--- src/logic/cmpm_regs.svh ---
// Register offsets, field positions, reset values and timing counts of the control memory and PHY port.
`ifndef CMPM_REGS_SVH
`define CMPM_REGS_SVH
`define CMPM_OFS_GENERAL_MODE   6'h00
`define CMPM_OFS_GLOBAL_STATUS  6'h04
`define CMPM_OFS_SOFT_RESET     6'h08
`define CMPM_OFS_ACCESS_ADDR    6'h0C
`define CMPM_OFS_ACCESS_DATA    6'h10
`define CMPM_OFS_ACCESS_CMD     6'h14
`define CMPM_OFS_ACCESS_RDATA   6'h18
`define CMPM_GMR_PARITY_BIT     15
`define CMPM_GMR_RESET          32'h0000_0000
`define CMPM_GSR_PHY_IRQ_BIT    0
`define CMPM_GSR_PARITY_BIT     1
`define CMPM_GSR_BUSY_BIT       2
`define CMPM_GSR_PIN_LEVEL_BIT  3
`define CMPM_CMD_START_BIT      0
`define CMPM_CMD_READ_BIT       1
`define CMPM_CMD_PHY_BIT        2
`define CMPM_CMD_WIDTH_LSB      3
`define CMPM_OE_LOW_CYCLES      20
`define CMPM_OE_HIGH_CYCLES     16
`define CMPM_PHY_RESET_CYCLES   17
`define CMPM_PHY_STROBE_CYCLES  4
`endif

--- src/logic/cmpm_pkg.sv ---
// Types shared by the control memory and PHY port.
`default_nettype none
package cmpm_pkg;
  typedef enum logic [1:0] {CMPM_W_WORD, CMPM_W_HALF_LO, CMPM_W_HALF_HI, CMPM_W_BYTE} cmpm_width_t;
  typedef enum logic [1:0] {CMPM_ST_IDLE, CMPM_ST_MEM, CMPM_ST_PHY, CMPM_ST_DONE} cmpm_state_t;
endpackage
`default_nettype wire

--- src/logic/cmpm_port.sv ---
// Control memory controller with shared PHY register port and Avalon-MM register slave.
//
// Summary of operation
// - Share 32 data, 19 address lines with PHY.
// - Host command starts a PHY control cycle.
// - PHY chip select low during PHY cycle.
// - PHY direction high for read, low write.
// - PHY output enable low during PHY read.
// - Low PHY interrupt sets status flag.
// - PHY interrupt level readable as input.
// - PHY reset held 17 clocks after reset.
// - Soft reset write pulses PHY reset 17 clocks.
// - Four byte enables, OE, WE, four parity lines.
// - Memory up to 512K words of 32 bits.
// - Output enable low 20, high 16, repeating; forced high here during PHY cycles.
// - Reads while OE low, writes while high.
// - Byte enables select word, half or byte.
// - Even parity per byte lane, both directions.
// - Mode bit 15 enables read parity check.
// - Parity mismatch sets sticky status flag.
// - Write parity driven only on memory write strobes.
//
// Local design decisions: the Avalon-MM interface to the registers and the register addresses.
`include "cmpm_regs.svh"
`default_nettype none
module cmpm_port #(
  parameter int ADDR_W = 19,
  parameter int DATA_W = 32
) (
  input  wire logic                 sys_clk,
  input  wire logic                 resetn,
  input  wire logic                 clk_en,
  input  wire logic [5:0]           avs_address,
  input  wire logic                 avs_read,
  input  wire logic                 avs_write,
  input  wire logic [31:0]          avs_writedata,
  input  wire logic [3:0]           avs_byteenable,
  output logic      [31:0]          avs_readdata,
  output logic                      avs_waitrequest,
  output logic      [ADDR_W-1:0]    cm_address_bus,
  input  wire logic [DATA_W-1:0]    cm_data_in,
  output logic      [DATA_W-1:0]    cm_data_out,
  output logic                      cm_data_oe,
  output logic      [3:0]           cm_byte_enable_n,
  output logic                      cm_output_enable_n,
  output logic                      cm_write_enable_n,
  input  wire logic [3:0]           cm_parity_in,
  output logic      [3:0]           cm_parity_out,
  output logic                      cm_parity_oe,
  output logic                      phy_chip_select_n,
  output logic                      phy_read_not_write,
  output logic                      phy_output_enable_n,
  input  wire logic                 phy_irq_n,
  output logic                      phy_reset_n
);
  import cmpm_pkg::*;

  // ==========================================================================
  // Helpers
  function automatic logic [3:0] lane_parity(input logic [31:0] d);
    logic [3:0] p;
    p = 4'h0;
    for (int i = 0; i < 4; i++)
    begin
      p[i] = ^d[8*i +: 8];
    end
    return p;
  endfunction

  function automatic logic [3:0] width_lanes(input cmpm_width_t w, input logic [1:0] sel);
    logic [3:0] m;
    m = 4'h0;
    unique case (w)
      CMPM_W_WORD:    m = 4'hF;
      CMPM_W_HALF_LO: m = 4'h3;
      CMPM_W_HALF_HI: m = 4'hC;
      CMPM_W_BYTE:    m = 4'(4'h1 << sel);
    endcase
    return m;
  endfunction

  // ==========================================================================
  // Input synchronisers
  // Every pin input crosses two flops before any logic reads it; the interrupt
  // pair rests at the idle high level so that no false event follows reset.
  logic [1:0] irq_sync_r;
  logic [3:0] par_s1_r, par_s2_r;
  logic [31:0] dat_s1_r, dat_s2_r;

  always_ff @(posedge sys_clk)
  begin
    if (!resetn)
      irq_sync_r <= 2'h3;
    else if (clk_en)
      irq_sync_r <= {irq_sync_r[0], phy_irq_n};
  end

  // Data and parity move together so that a lane and its parity bit stay aligned.
  always_ff @(posedge sys_clk)
  begin
    if (!resetn)
    begin
      par_s1_r <= 4'h0;
      par_s2_r <= 4'h0;
      dat_s1_r <= 32'h0;
      dat_s2_r <= 32'h0;
    end
    else if (clk_en)
    begin
      par_s1_r <= cm_parity_in;
      par_s2_r <= par_s1_r;
      dat_s1_r <= 32'(cm_data_in);
      dat_s2_r <= dat_s1_r;
    end
  end

  // ==========================================================================
  // Output enable window timer
  localparam int WIN_CYC = `CMPM_OE_LOW_CYCLES + `CMPM_OE_HIGH_CYCLES;
  logic [5:0] win_cnt_r;
  logic       read_win;

  // The first counts of each period form the read window, the rest the write window.
  assign read_win = (win_cnt_r < 6'(`CMPM_OE_LOW_CYCLES));

  always_ff @(posedge sys_clk)
  begin
    if (!resetn)
      win_cnt_r <= 6'h00;
    else if (clk_en)
      win_cnt_r <= (win_cnt_r == 6'(WIN_CYC - 1)) ? 6'h00 : 6'(win_cnt_r + 6'h01);
  end

  // ==========================================================================
  // PHY reset stretcher
  // The counter is loaded while reset is held and by a soft reset write, so the
  // PHY sees at least the required low time after either kind of reset.
  logic [4:0] rst_cnt_r;
  logic       soft_rst;

  always_ff @(posedge sys_clk)
  begin
    if (!resetn)
      rst_cnt_r <= 5'(`CMPM_PHY_RESET_CYCLES);
    else if (clk_en)
    begin
      if (soft_rst)
        rst_cnt_r <= 5'(`CMPM_PHY_RESET_CYCLES);
      else if (rst_cnt_r != 5'h00)
        rst_cnt_r <= 5'(rst_cnt_r - 5'h01);
    end
  end

  always_ff @(posedge sys_clk)
  begin
    if (!resetn)
      phy_reset_n <= 1'b0;
    else if (clk_en)
      phy_reset_n <= !soft_rst && (rst_cnt_r == 5'h00);
  end

  // ==========================================================================
  // Registers and access sequencer
  logic [31:0]       mode_r;
  logic              irq_flag_r, par_flag_r;
  logic [ADDR_W-1:0] acc_addr_r;
  logic [31:0]       acc_data_r, acc_rdata_r;
  logic              acc_read_r, acc_phy_r;
  cmpm_width_t       acc_width_r;
  cmpm_state_t       state_r;
  logic [2:0]        step_r;
  logic              par_chk;
  logic              bus_wr, bus_rd, cmd_go;
  logic              mem_go, phy_on, clr_st;

  assign bus_wr = clk_en && avs_write && avs_waitrequest;
  assign bus_rd = clk_en && avs_read && avs_waitrequest;
  assign soft_rst = bus_wr && (avs_address == `CMPM_OFS_SOFT_RESET);
  assign cmd_go = bus_wr && (avs_address == `CMPM_OFS_ACCESS_CMD) && avs_writedata[`CMPM_CMD_START_BIT]
                  && (state_r == CMPM_ST_IDLE);
  // A memory access strobes only inside its own window and never in a window's last
  // cycle, so every turn of the shared data lines gets a quiet cycle before it.
  assign mem_go = (state_r == CMPM_ST_MEM) && (acc_read_r == read_win)
                  && (win_cnt_r != 6'(WIN_CYC - 1)) && (win_cnt_r != 6'(`CMPM_OE_LOW_CYCLES - 1));
  assign phy_on = (state_r == CMPM_ST_PHY);

  // Every request is answered one cycle after it is seen; read data is loaded at
  // that same edge and stands while waitrequest is low.
  always_ff @(posedge sys_clk)
  begin
    if (!resetn)
    begin
      avs_waitrequest <= 1'b1;
      avs_readdata    <= 32'h0;
    end
    else if (clk_en)
    begin
      avs_waitrequest <= !(avs_waitrequest && (avs_read || avs_write));
      if (bus_rd)
      begin
        unique case (avs_address)
          `CMPM_OFS_GENERAL_MODE:  avs_readdata <= mode_r;
          `CMPM_OFS_GLOBAL_STATUS: avs_readdata <= 32'({!irq_sync_r[1], state_r != CMPM_ST_IDLE,
                                                        par_flag_r, irq_flag_r});
          `CMPM_OFS_ACCESS_ADDR:   avs_readdata <= 32'(acc_addr_r);
          `CMPM_OFS_ACCESS_DATA:   avs_readdata <= acc_data_r;
          `CMPM_OFS_ACCESS_RDATA:  avs_readdata <= acc_rdata_r;
          default:                 avs_readdata <= 32'h0;
        endcase
      end
    end
  end

  always_ff @(posedge sys_clk)
  begin
    if (!resetn || soft_rst)
      mode_r <= `CMPM_GMR_RESET;
    else if (bus_wr && avs_address == `CMPM_OFS_GENERAL_MODE)
    begin
      for (int b = 0; b < 4; b++)
      begin
        if (avs_byteenable[b])
          mode_r[8*b +: 8] <= avs_writedata[8*b +: 8];
      end
    end
  end

  always_ff @(posedge sys_clk)
  begin
    if (!resetn || soft_rst)
    begin
      acc_addr_r <= '0;
      acc_data_r <= 32'h0;
    end
    else if (bus_wr && avs_address == `CMPM_OFS_ACCESS_ADDR)
      acc_addr_r <= avs_writedata[ADDR_W-1:0];
    else if (bus_wr && avs_address == `CMPM_OFS_ACCESS_DATA)
      acc_data_r <= avs_writedata;
  end

  // Status flags are sticky; a set in the clearing cycle wins.
  assign clr_st = bus_wr && (avs_address == `CMPM_OFS_GLOBAL_STATUS);

  always_ff @(posedge sys_clk)
  begin
    if (!resetn || soft_rst)
      irq_flag_r <= 1'b0;
    else if (clk_en)
      irq_flag_r <= !irq_sync_r[1] || (irq_flag_r && !(clr_st && avs_writedata[`CMPM_GSR_PHY_IRQ_BIT]));
  end

  always_ff @(posedge sys_clk)
  begin
    if (!resetn || soft_rst)
      par_flag_r <= 1'b0;
    else if (clk_en)
      par_flag_r <= par_chk || (par_flag_r && !(clr_st && avs_writedata[`CMPM_GSR_PARITY_BIT]));
  end

  // The word strobed by a memory read reaches the second synchroniser stage at done step 2,
  // the edge that also loads it into the read data register, so only that edge is checked.
  assign par_chk = (state_r == CMPM_ST_DONE) && (step_r == 3'h2) && !acc_phy_r && acc_read_r
                   && mode_r[`CMPM_GMR_PARITY_BIT]
                   && ((lane_parity(dat_s2_r) ^ par_s2_r)
                       & width_lanes(acc_width_r, acc_addr_r[1:0])) != 4'h0;

  always_ff @(posedge sys_clk)
  begin
    if (!resetn || soft_rst)
    begin
      state_r     <= CMPM_ST_IDLE;
      step_r      <= 3'h0;
      acc_read_r  <= 1'b0;
      acc_phy_r   <= 1'b0;
      acc_width_r <= CMPM_W_WORD;
      acc_rdata_r <= 32'h0;
    end
    else if (clk_en)
    begin
      unique case (state_r)
        CMPM_ST_IDLE:
          if (cmd_go)
          begin
            acc_read_r  <= avs_writedata[`CMPM_CMD_READ_BIT];
            acc_phy_r   <= avs_writedata[`CMPM_CMD_PHY_BIT];
            acc_width_r <= cmpm_width_t'(avs_writedata[`CMPM_CMD_WIDTH_LSB +: 2]);
            state_r     <= avs_writedata[`CMPM_CMD_PHY_BIT] ? CMPM_ST_PHY : CMPM_ST_MEM;
            step_r      <= 3'h0;
          end
        CMPM_ST_MEM:
          if (mem_go)
          begin
            state_r <= CMPM_ST_DONE;
            step_r  <= 3'h0;
          end
        CMPM_ST_PHY:
          if (step_r == 3'(`CMPM_PHY_STROBE_CYCLES - 1))
          begin
            state_r <= CMPM_ST_DONE;
            step_r  <= 3'h0;
          end
          else
            step_r <= 3'(step_r + 3'h1);
        CMPM_ST_DONE:
          if (step_r == 3'h2)
          begin
            if (acc_read_r)
              acc_rdata_r <= dat_s2_r;
            state_r <= CMPM_ST_IDLE;
          end
          else
            step_r <= 3'(step_r + 3'h1);
      endcase
    end
  end

  // ==========================================================================
  // Pin drivers
  // Address, write data and write parity follow the access registers; the address lines
  // are always driven, data and parity only reach the lines while the matching output enable below is high.
  always_ff @(posedge sys_clk)
  begin
    if (!resetn)
    begin
      cm_address_bus <= '0;
      cm_data_out    <= '0;
      cm_parity_out  <= 4'h0;
    end
    else if (clk_en)
    begin
      cm_address_bus <= acc_addr_r;
      cm_data_out    <= DATA_W'(acc_data_r);
      cm_parity_out  <= lane_parity(acc_data_r);
    end
  end

  // Memory strobes; the output enable keeps its rhythm even while no access is pending.
  always_ff @(posedge sys_clk)
  begin
    if (!resetn)
    begin
      cm_output_enable_n <= 1'b1;
      cm_write_enable_n  <= 1'b1;
      cm_byte_enable_n   <= 4'hF;
      cm_data_oe         <= 1'b0;
      cm_parity_oe       <= 1'b0;
    end
    else if (clk_en)
    begin
      cm_output_enable_n <= phy_on ? 1'b1 : !read_win;
      cm_write_enable_n  <= !(mem_go && !acc_read_r);
      cm_byte_enable_n   <= mem_go ? ~width_lanes(acc_width_r, acc_addr_r[1:0]) : 4'hF;
      cm_data_oe         <= (mem_go || phy_on) && !acc_read_r;
      cm_parity_oe       <= mem_go && !acc_read_r;
    end
  end

  // PHY strobes; the direction line rests at read so that an idle PHY never sees a write.
  always_ff @(posedge sys_clk)
  begin
    if (!resetn)
    begin
      phy_chip_select_n   <= 1'b1;
      phy_read_not_write  <= 1'b1;
      phy_output_enable_n <= 1'b1;
    end
    else if (clk_en)
    begin
      phy_chip_select_n   <= !phy_on;
      phy_read_not_write  <= phy_on ? acc_read_r : 1'b1;
      phy_output_enable_n <= !(phy_on && acc_read_r);
    end
  end
endmodule
`default_nettype wire

--- config.mk ---
export PLATFORM = sky130hd
export DESIGN_NAME = cmpm_port
export DESIGN_NICKNAME = d
export VERILOG_FILES = /design/src/logic/cmpm_pkg.sv /design/src/logic/cmpm_port.sv
export VERILOG_INCLUDE_DIRS = /design/src /design/src/logic
export SDC_FILE = /design/constraint.sdc
export NUM_CORES = 1
export LEC_CHECK = 0
export ABC_AREA = 1
export BUFFER_PORTS_ARGS = -buffer_cell sky130_fd_sc_hd__buf_2
export CORE_ASPECT_RATIO = 1.1
export CORE_MARGIN = 2
export CORE_UTILIZATION = 50
export CTS_BUF_LIST = sky130_fd_sc_hd__clkbuf_4 sky130_fd_sc_hd__clkbuf_8
export CTS_CLUSTER_SIZE = 20
export DETAILED_ROUTE_END_ITERATION = 6
export PLACE_DENSITY = 0.84
export SYNTH_ARGS = -nofsm -noshare
export SYNTH_HDL_FRONTEND = slang
export SYNTH_SLANG_ARGS = --single-unit
--- constraint.sdc ---
create_clock -name sys_clk -period 1.65 [get_ports sys_clk]
set_clock_uncertainty 0.1 [all_clocks]
set_input_delay 0.2475 -clock sys_clk [delete_from_list [all_inputs] [get_ports sys_clk]]
set_output_delay 0.2475 -clock sys_clk [all_outputs]
set_load 0.005 [all_outputs]
* Word level (Yosys, flattened, before mapping)
Index checks and enable logic that the tools add are counted.
** Storage, ports and cells
- Flip-flop bits (word level) :: 311
- Latch bits :: 0
- Bits in writable memories :: 0
- Memory bits (read-only) :: 0
- Input port bits :: 84
- Output and inout port bits :: 100
- Word-level logic and storage cells :: 161
- Memories kept :: 0
** Cells by class
- Add/sub/neg operators :: 3
- Multipliers :: 0
- Div/mod/pow operators :: 0
- Magnitude comparators :: 1
- Eq/ne operators :: 23
- Shift operators :: 1
- Mux-type cells :: 21
- Bitwise gates (word level) :: 4
- Reduce and logical (&&, ||, !) cells :: 73
** Operator list (number)
- $pmux W32 S5 :: 1
- $reduce_xor A8 Y1 :: 8
- $logic_and A1 B1 Y1 :: 29
- $eq A6 B5 Y1 const B :: 3
- $pmux W4 S4 :: 1
- $reduce_and A2 Y1 :: 7
- $eq A6 B4 Y1 const B :: 2
- $logic_not A1 Y1 :: 12
- $mux W3 :: 4
- $mux W4 :: 3
- $pmux W3 S4 :: 1
- $mux W2 :: 5
- $mux W5 :: 2
- $eq A2 B2 Y1 const B :: 4
- $pmux W2 S4 :: 1
- $reduce_and A4 Y1 :: 2
- $add A6 B1 Y6 const B :: 1
- $eq A3 B2 Y1 const B :: 2
- $eq A6 B3 Y1 const B :: 1
- $eq A6 B6 Y1 const B :: 1
- $logic_not A6 Y1 :: 1
- $lt A6 B5 Y1 const B :: 1
- $mux W6 :: 1
- $ne A2 B2 Y1 const B :: 3
- other kinds (21) :: 30

* Longest topological paths before layout
- Word-level depth :: 7
- Depth in mapped cells :: 13
- Depth with buffers taken out :: 13

* Worst setup path before layout
No wires, ideal clock.
- Path type :: register to register
- From :: reg rst_cnt_r[0]
- To :: reg rst_cnt_r[4]
- Setup time :: 130 ps
- Data arrival time :: 1387 ps
- Required time :: 1420 ps
- Setup slack :: 33 ps
- Stages on the path, launching flop included :: 10
- Path buffers :: 0
- Period minus slack after synthesis :: 1617 ps
- Cell sequence :: dfxtp_1 -> inv_1 -> ha_1 -> a31oi_4 -> inv_2 -> nand2_2 -> nand2_1 -> or2_1 -> o21ai_1 -> nand3_1
** On the way
- Word-level cells in the longest chain between the ends :: 3
- Elaborated cells on any way between the ends :: 6
- Classes of those cells :: add/sub: 1; mux: 2; reduce/logical: 3
** RTL lines
- start, declared :: RTL line cmpm_port.sv:138 : logic [4:0] rst_cnt_r;
- start signal, assigned :: RTL line cmpm_port.sv:144 : rst_cnt_r <= 5'(`CMPM_PHY_RESET_CYCLES);
- start signal, assigned :: RTL line cmpm_port.sv:148 : rst_cnt_r <= 5'(`CMPM_PHY_RESET_CYCLES);
- start signal, assigned :: RTL line cmpm_port.sv:150 : rst_cnt_r <= 5'(rst_cnt_r - 5'h01);
- $sub A5 B1 Y5 or $reduce_bool A5 Y1 (tied branches) :: RTL line cmpm_port.sv:150, cmpm_port.sv:149
- $mux W5 or $reduce_bool A2 Y1 (tied branches)
- $mux W5 or $reduce_and A2 Y1 (tied branches)
Parallel ways exist; a longest one is shown, timed or not. The select of a mux whose other input is x is not followed.
A chain may end at the register's enable or synchronous reset.

* Worst setup path in the final report
- From :: reg step_r[0]
- To :: reg acc_rdata_r[29]
** On the way
- Word-level cells in the longest chain between the ends :: 2
** RTL lines
- start, declared :: RTL line cmpm_port.sv:171 : logic [2:0] step_r;
- start signal, assigned :: RTL line cmpm_port.sv:303 : step_r <= 3'(step_r + 3'h1);
- start signal, assigned :: RTL line cmpm_port.sv:312 : step_r <= 3'(step_r + 3'h1);
- $eq A3 B2 Y1 :: RTL line cmpm_port.sv:305 : if (step_r == 3'h2)
- $reduce_and A4 Y1 (no source line)
- end signal, assigned :: RTL line cmpm_port.sv:308 : acc_rdata_r <= dat_s2_r;
- end, declared :: RTL line cmpm_port.sv:167 : logic [31:0] acc_data_r, acc_rdata_r;
Every way passes these cells.

==> key figures <==
Outcome
  – Status: complete, but fails checks
  – Failing checks: DRC, setup timing

Floorplan
  – DIE AREA: ~27000 um2
  – Placeable Area: between 20000 and 30000 um2
  – Die Height: about 170 um
  – Chip Width: roughly 160 um
  – Cell Rows: 61
  – Io pins: about 180
  – Initial Util: 0.505

STA
  – Final setup vio count: 36
  – RSZ-0062 raised after global routing: true
  – Post-Route Setup TNS: -2430 ps
  – Pins over their slew limit: 0
  – Final setup margin: -137 ps
  – Post-route minimum period: 1790 ps
  – Tcrit/Tclk final: 1.08
  – Worst slew margin: 0.706
  – Fmax: 560 MHz
  – Least-Margin Pin Slew: 436 ps
  – Hold Slack: around 14 ps
  – Hold Violations, Final: 0

Power
  – Clock power share: 0.421
  – Peak supply drop: 0.718 mV
  – Internal power component: 12.1 mW
  – Combinational power share: 0.087
  – Leak: 6.91 nW
  – Switching power: 3.94 mW
  – Pwr Density: a little under 1000 nW/um2
  – Switching part of the total: 0.245
  – Tot Pwr: roughly 16 mW
  – Flop pwr share: 0.492

Run
  – Max_cap viols: 0

Clock network
  – Latest clock arrival within the worst-skew pair: about 570 ps
  – Clock sink total: approximately 310
  – H-tree depth reported by CTS: 2
  – CTS tree: done
  – Clk pin slew, worst setup/hold paths: about 70 ps
  – CTS buffer count: between 40 and 50
  – Root Driver: clkbuf_8
  – Clock buffer depth: 3

Worst setup path
  – Crit start category: flip-flop
  – R2R setup slack: -140 ps
  – CP cell instances: inv_2, ha_4, inv_2, nor2_4, inv_2, nor2_4, nand3_4, inv_8, buf_12, nand2_1, a21oi_1
  – Nature of the critical path endpoint: flip-flop
  – Most frequent CP cell: inv_2
  – Buf+Inv Stages, Crit Path: 5
  – CP arrival: 2180 ps
  – Critical path fanouts, max: 12
  – Slowest-stage cell, CP: dfxtp_2
  – Required time worst endpoint: between 2000 and 2500 ps
  – CP top delay family: simple AND/OR/NAND/NOR gates
  – Crit Path Class: reg -> reg
  – Slowest stage delay, CP: about 330 ps

Placed design
  – Pre-CTS setup slack: -112 ps
  – Routability cong.: roughly 0.9
  – Port Buffers: about 180
  – Detailed Place HPWL: 24500 um

Finish
  – Share of cells above drive strength 1: 0.231
  – Final Util: 0.652
  – Final #Nets: 2035
  – Area grow syn2layout: 28.9%

Logic synthesis
  – Post-synthesis mux area share: 0
  – Synth warnings: 0
  – Post-synthesis cell type count: 45
  – Cell Area, Synth: 12700 um2
  – Adder-Cell Fraction of Synth Area: 0.0108
  – Simple-gate share of the synthesized area: 0.199
  – Main combinational cell family by area after synthesis: compound AO/OA/AOI/OAI gates
  – Synth top cells by count: dfxtp_1 (311), nand2_1 (282), nor2_1 (276), o21ai_0 (212), a21oi_1 (153)
  – Synth area leader: dfxtp_1
  – Top cells by area, synth: dfxtp_1 (49%), o21ai_0 (8.3%), nand2_1 (8.3%)
  – Most frequent cell after synthesis: dfxtp_1
  – Cells after Synth: around 1700
  – Synth Area in Compound Gates: 0.202
  – Synth Area per Inst: 7.67 um2
  – Top cell type's share of synthesized area: 0.489
  – Xor/xnor share of the synthesized area: 0.0296
  – Post-synth net total: around 1800
  – Post-synth EDFFs: 0
  – Ys async rst share: 0
  – Number of synthesized register bits: 311
  – Sequential fraction of the synthesis area: 0.489
  – Primary FF master, synth: dfxtp_1

Routing
  – Drt first pass iters: 7
  – Final WL: about 37000 um
  – Vias per cell: between 5 and 6
  – Vias: between 10000 and 15000
  – Detailed Route Iter0 Violations: just under 1000
  – Drt drc: 1
  – Final ANT Viol Nets: 0
  – Routed len/inst: roughly 16 um

Global route
  – Gr ovfl total: 0
  – Antenna violations before repair: 1
  – Global-route wire length before repair: about 57000 um
  – Largest net degree at the start of global routing: 84
  – Vias in the first global route: about 12000
  – GRT Total Usage: 0.264

Hold path
  – HP Class: in -> reg
[layout make-up]
class / instances / area [um2]
fillers: 1994 / 8770
inverters: 119 / 462
clock inverters: 12 / 119
multi-input cells: 1131 / 5870
well taps: 315 / 394
flip-flops and latches: 311 / 6250
repair buffers: 330 / 2420
diodes: 1 / 2.50
clock buffers: 72 / 897
[layer usage]
layer	track usage	wire, um	vias up
li1	-	-	6006
met1	0.342	15300	5713
met2	0.432	17000	562
met3	0.0484	2980	120
met4	0.115	1570	0
met5	0	0	-
[worst register-to-register path, delay by kind of cell, from the launching register on]
family / cells / cell delay (ps)
flip-flops: 1 / 330
AND/OR/NAND/NOR: 4 / 550
adder cells (fa/ha/maj): 1 / 130
AO/OA/AOI/OAI: 1 / 170
buffers and inverters: 5 / 420
[placed cells by master, fill, tap and decap left out, types with 6 or more instances in the layout]
cell type / count
inv_2: 15
clkinv_2: 7
nand2_2: 10
clkbuf_8: 57
nand3_1: 31
o221ai_1: 13
o21ai_1: 10
inv_1: 99
dfxtp_2: 12
a21oi_2: 18
nand2_4: 8
xnor2_1: 30
o211ai_1: 13
ha_1: 6
clkbuf_4: 15
buf_4: 61
dfxtp_1: 297
dlygate4sd3_1: 70
a21oi_1: 139
nand2_1: 270
nor2_1: 271
xor2_1: 13
o21ai_0: 207
a22oi_1: 22
nor2_4: 8
buf_2: 181
a211oi_2: 13
buf_12: 14
[power groups by stage]
stage	logic (mW)	clock network, mW	registers (mW)
2_1_floorplan	0.739	0	8.02
3_3_place_gp	1.18	0	8.04
3_5_place_dp	1.20	0	8.05
4_1_cts	1.35	6.85	7.89
5_1_grt	1.55	7.18	7.93
6_report	1.39	6.77	7.90
[state kept, by name, indices dropped and copies added, names as in the netlist, 5 cells and up]
name	count
mode_r	32
avs_readdata	32
win_cnt_r	6
acc_rdata_r	32
dat_s1_r	32
dat_s2_r	32
cm_address_bus	19
acc_data_r	32
cm_data_out	32
rst_cnt_r	5
acc_addr_r	19
[metrics by stage]
| step | instances | instance area [um2] |
|---|---|---|
| 2_1_floorplan | 1659 | 12700 |
| 3_3_place_gp | 2124 | 14300 |
| 3_5_place_dp | 2124 | 14300 |
| 4_1_cts | 2282 | 16100 |
| 5_1_grt | 2291 | 16400 |
| 6_report | 2291 | 16400 |
[timing repair]
| item | in CTS | in global routing |
|---|---|---|
| resized for setup | 11 | 83 |
| gates cloned | 0 | 2 |
| setup buffers | 3 | 6 |
| hold endpoints to repair | 125 | 0 |
| pin swaps | 4 | 17 |
| endpoints found under the setup margin | 39 | 68 |
| hold buffers | 71 | 0 |
[cells by family (layout without fill, tap and decap cells)]
group / after synthesis / after routing
compound gates: 452 / 452
simple gates: 625 / 625
buf+inv: 217 / 533
fa+ha+maj: 11 / 11
other cells: 0 / 1
flops: 311 / 311
xor+xnor: 43 / 43
[final timing paths]
path,cells after the start,start,to
worst max-delay path,11,step_r[0]$_SDFFE_PP0P_,acc_rdata_r[29]$_SDFFE_PP0P_
worst min-delay path,4,avs_byteenable[3],mode_r[31]$_SDFFE_PP0P_
worst max register to register,11,step_r[0]$_SDFFE_PP0P_,acc_rdata_r[29]$_SDFFE_PP0P_
worst min register to register,2,mode_r[20]$_SDFFE_PP0P_,mode_r[20]$_SDFFE_PP0P_
No activity file was read; power rests on OpenSTA's default activity.
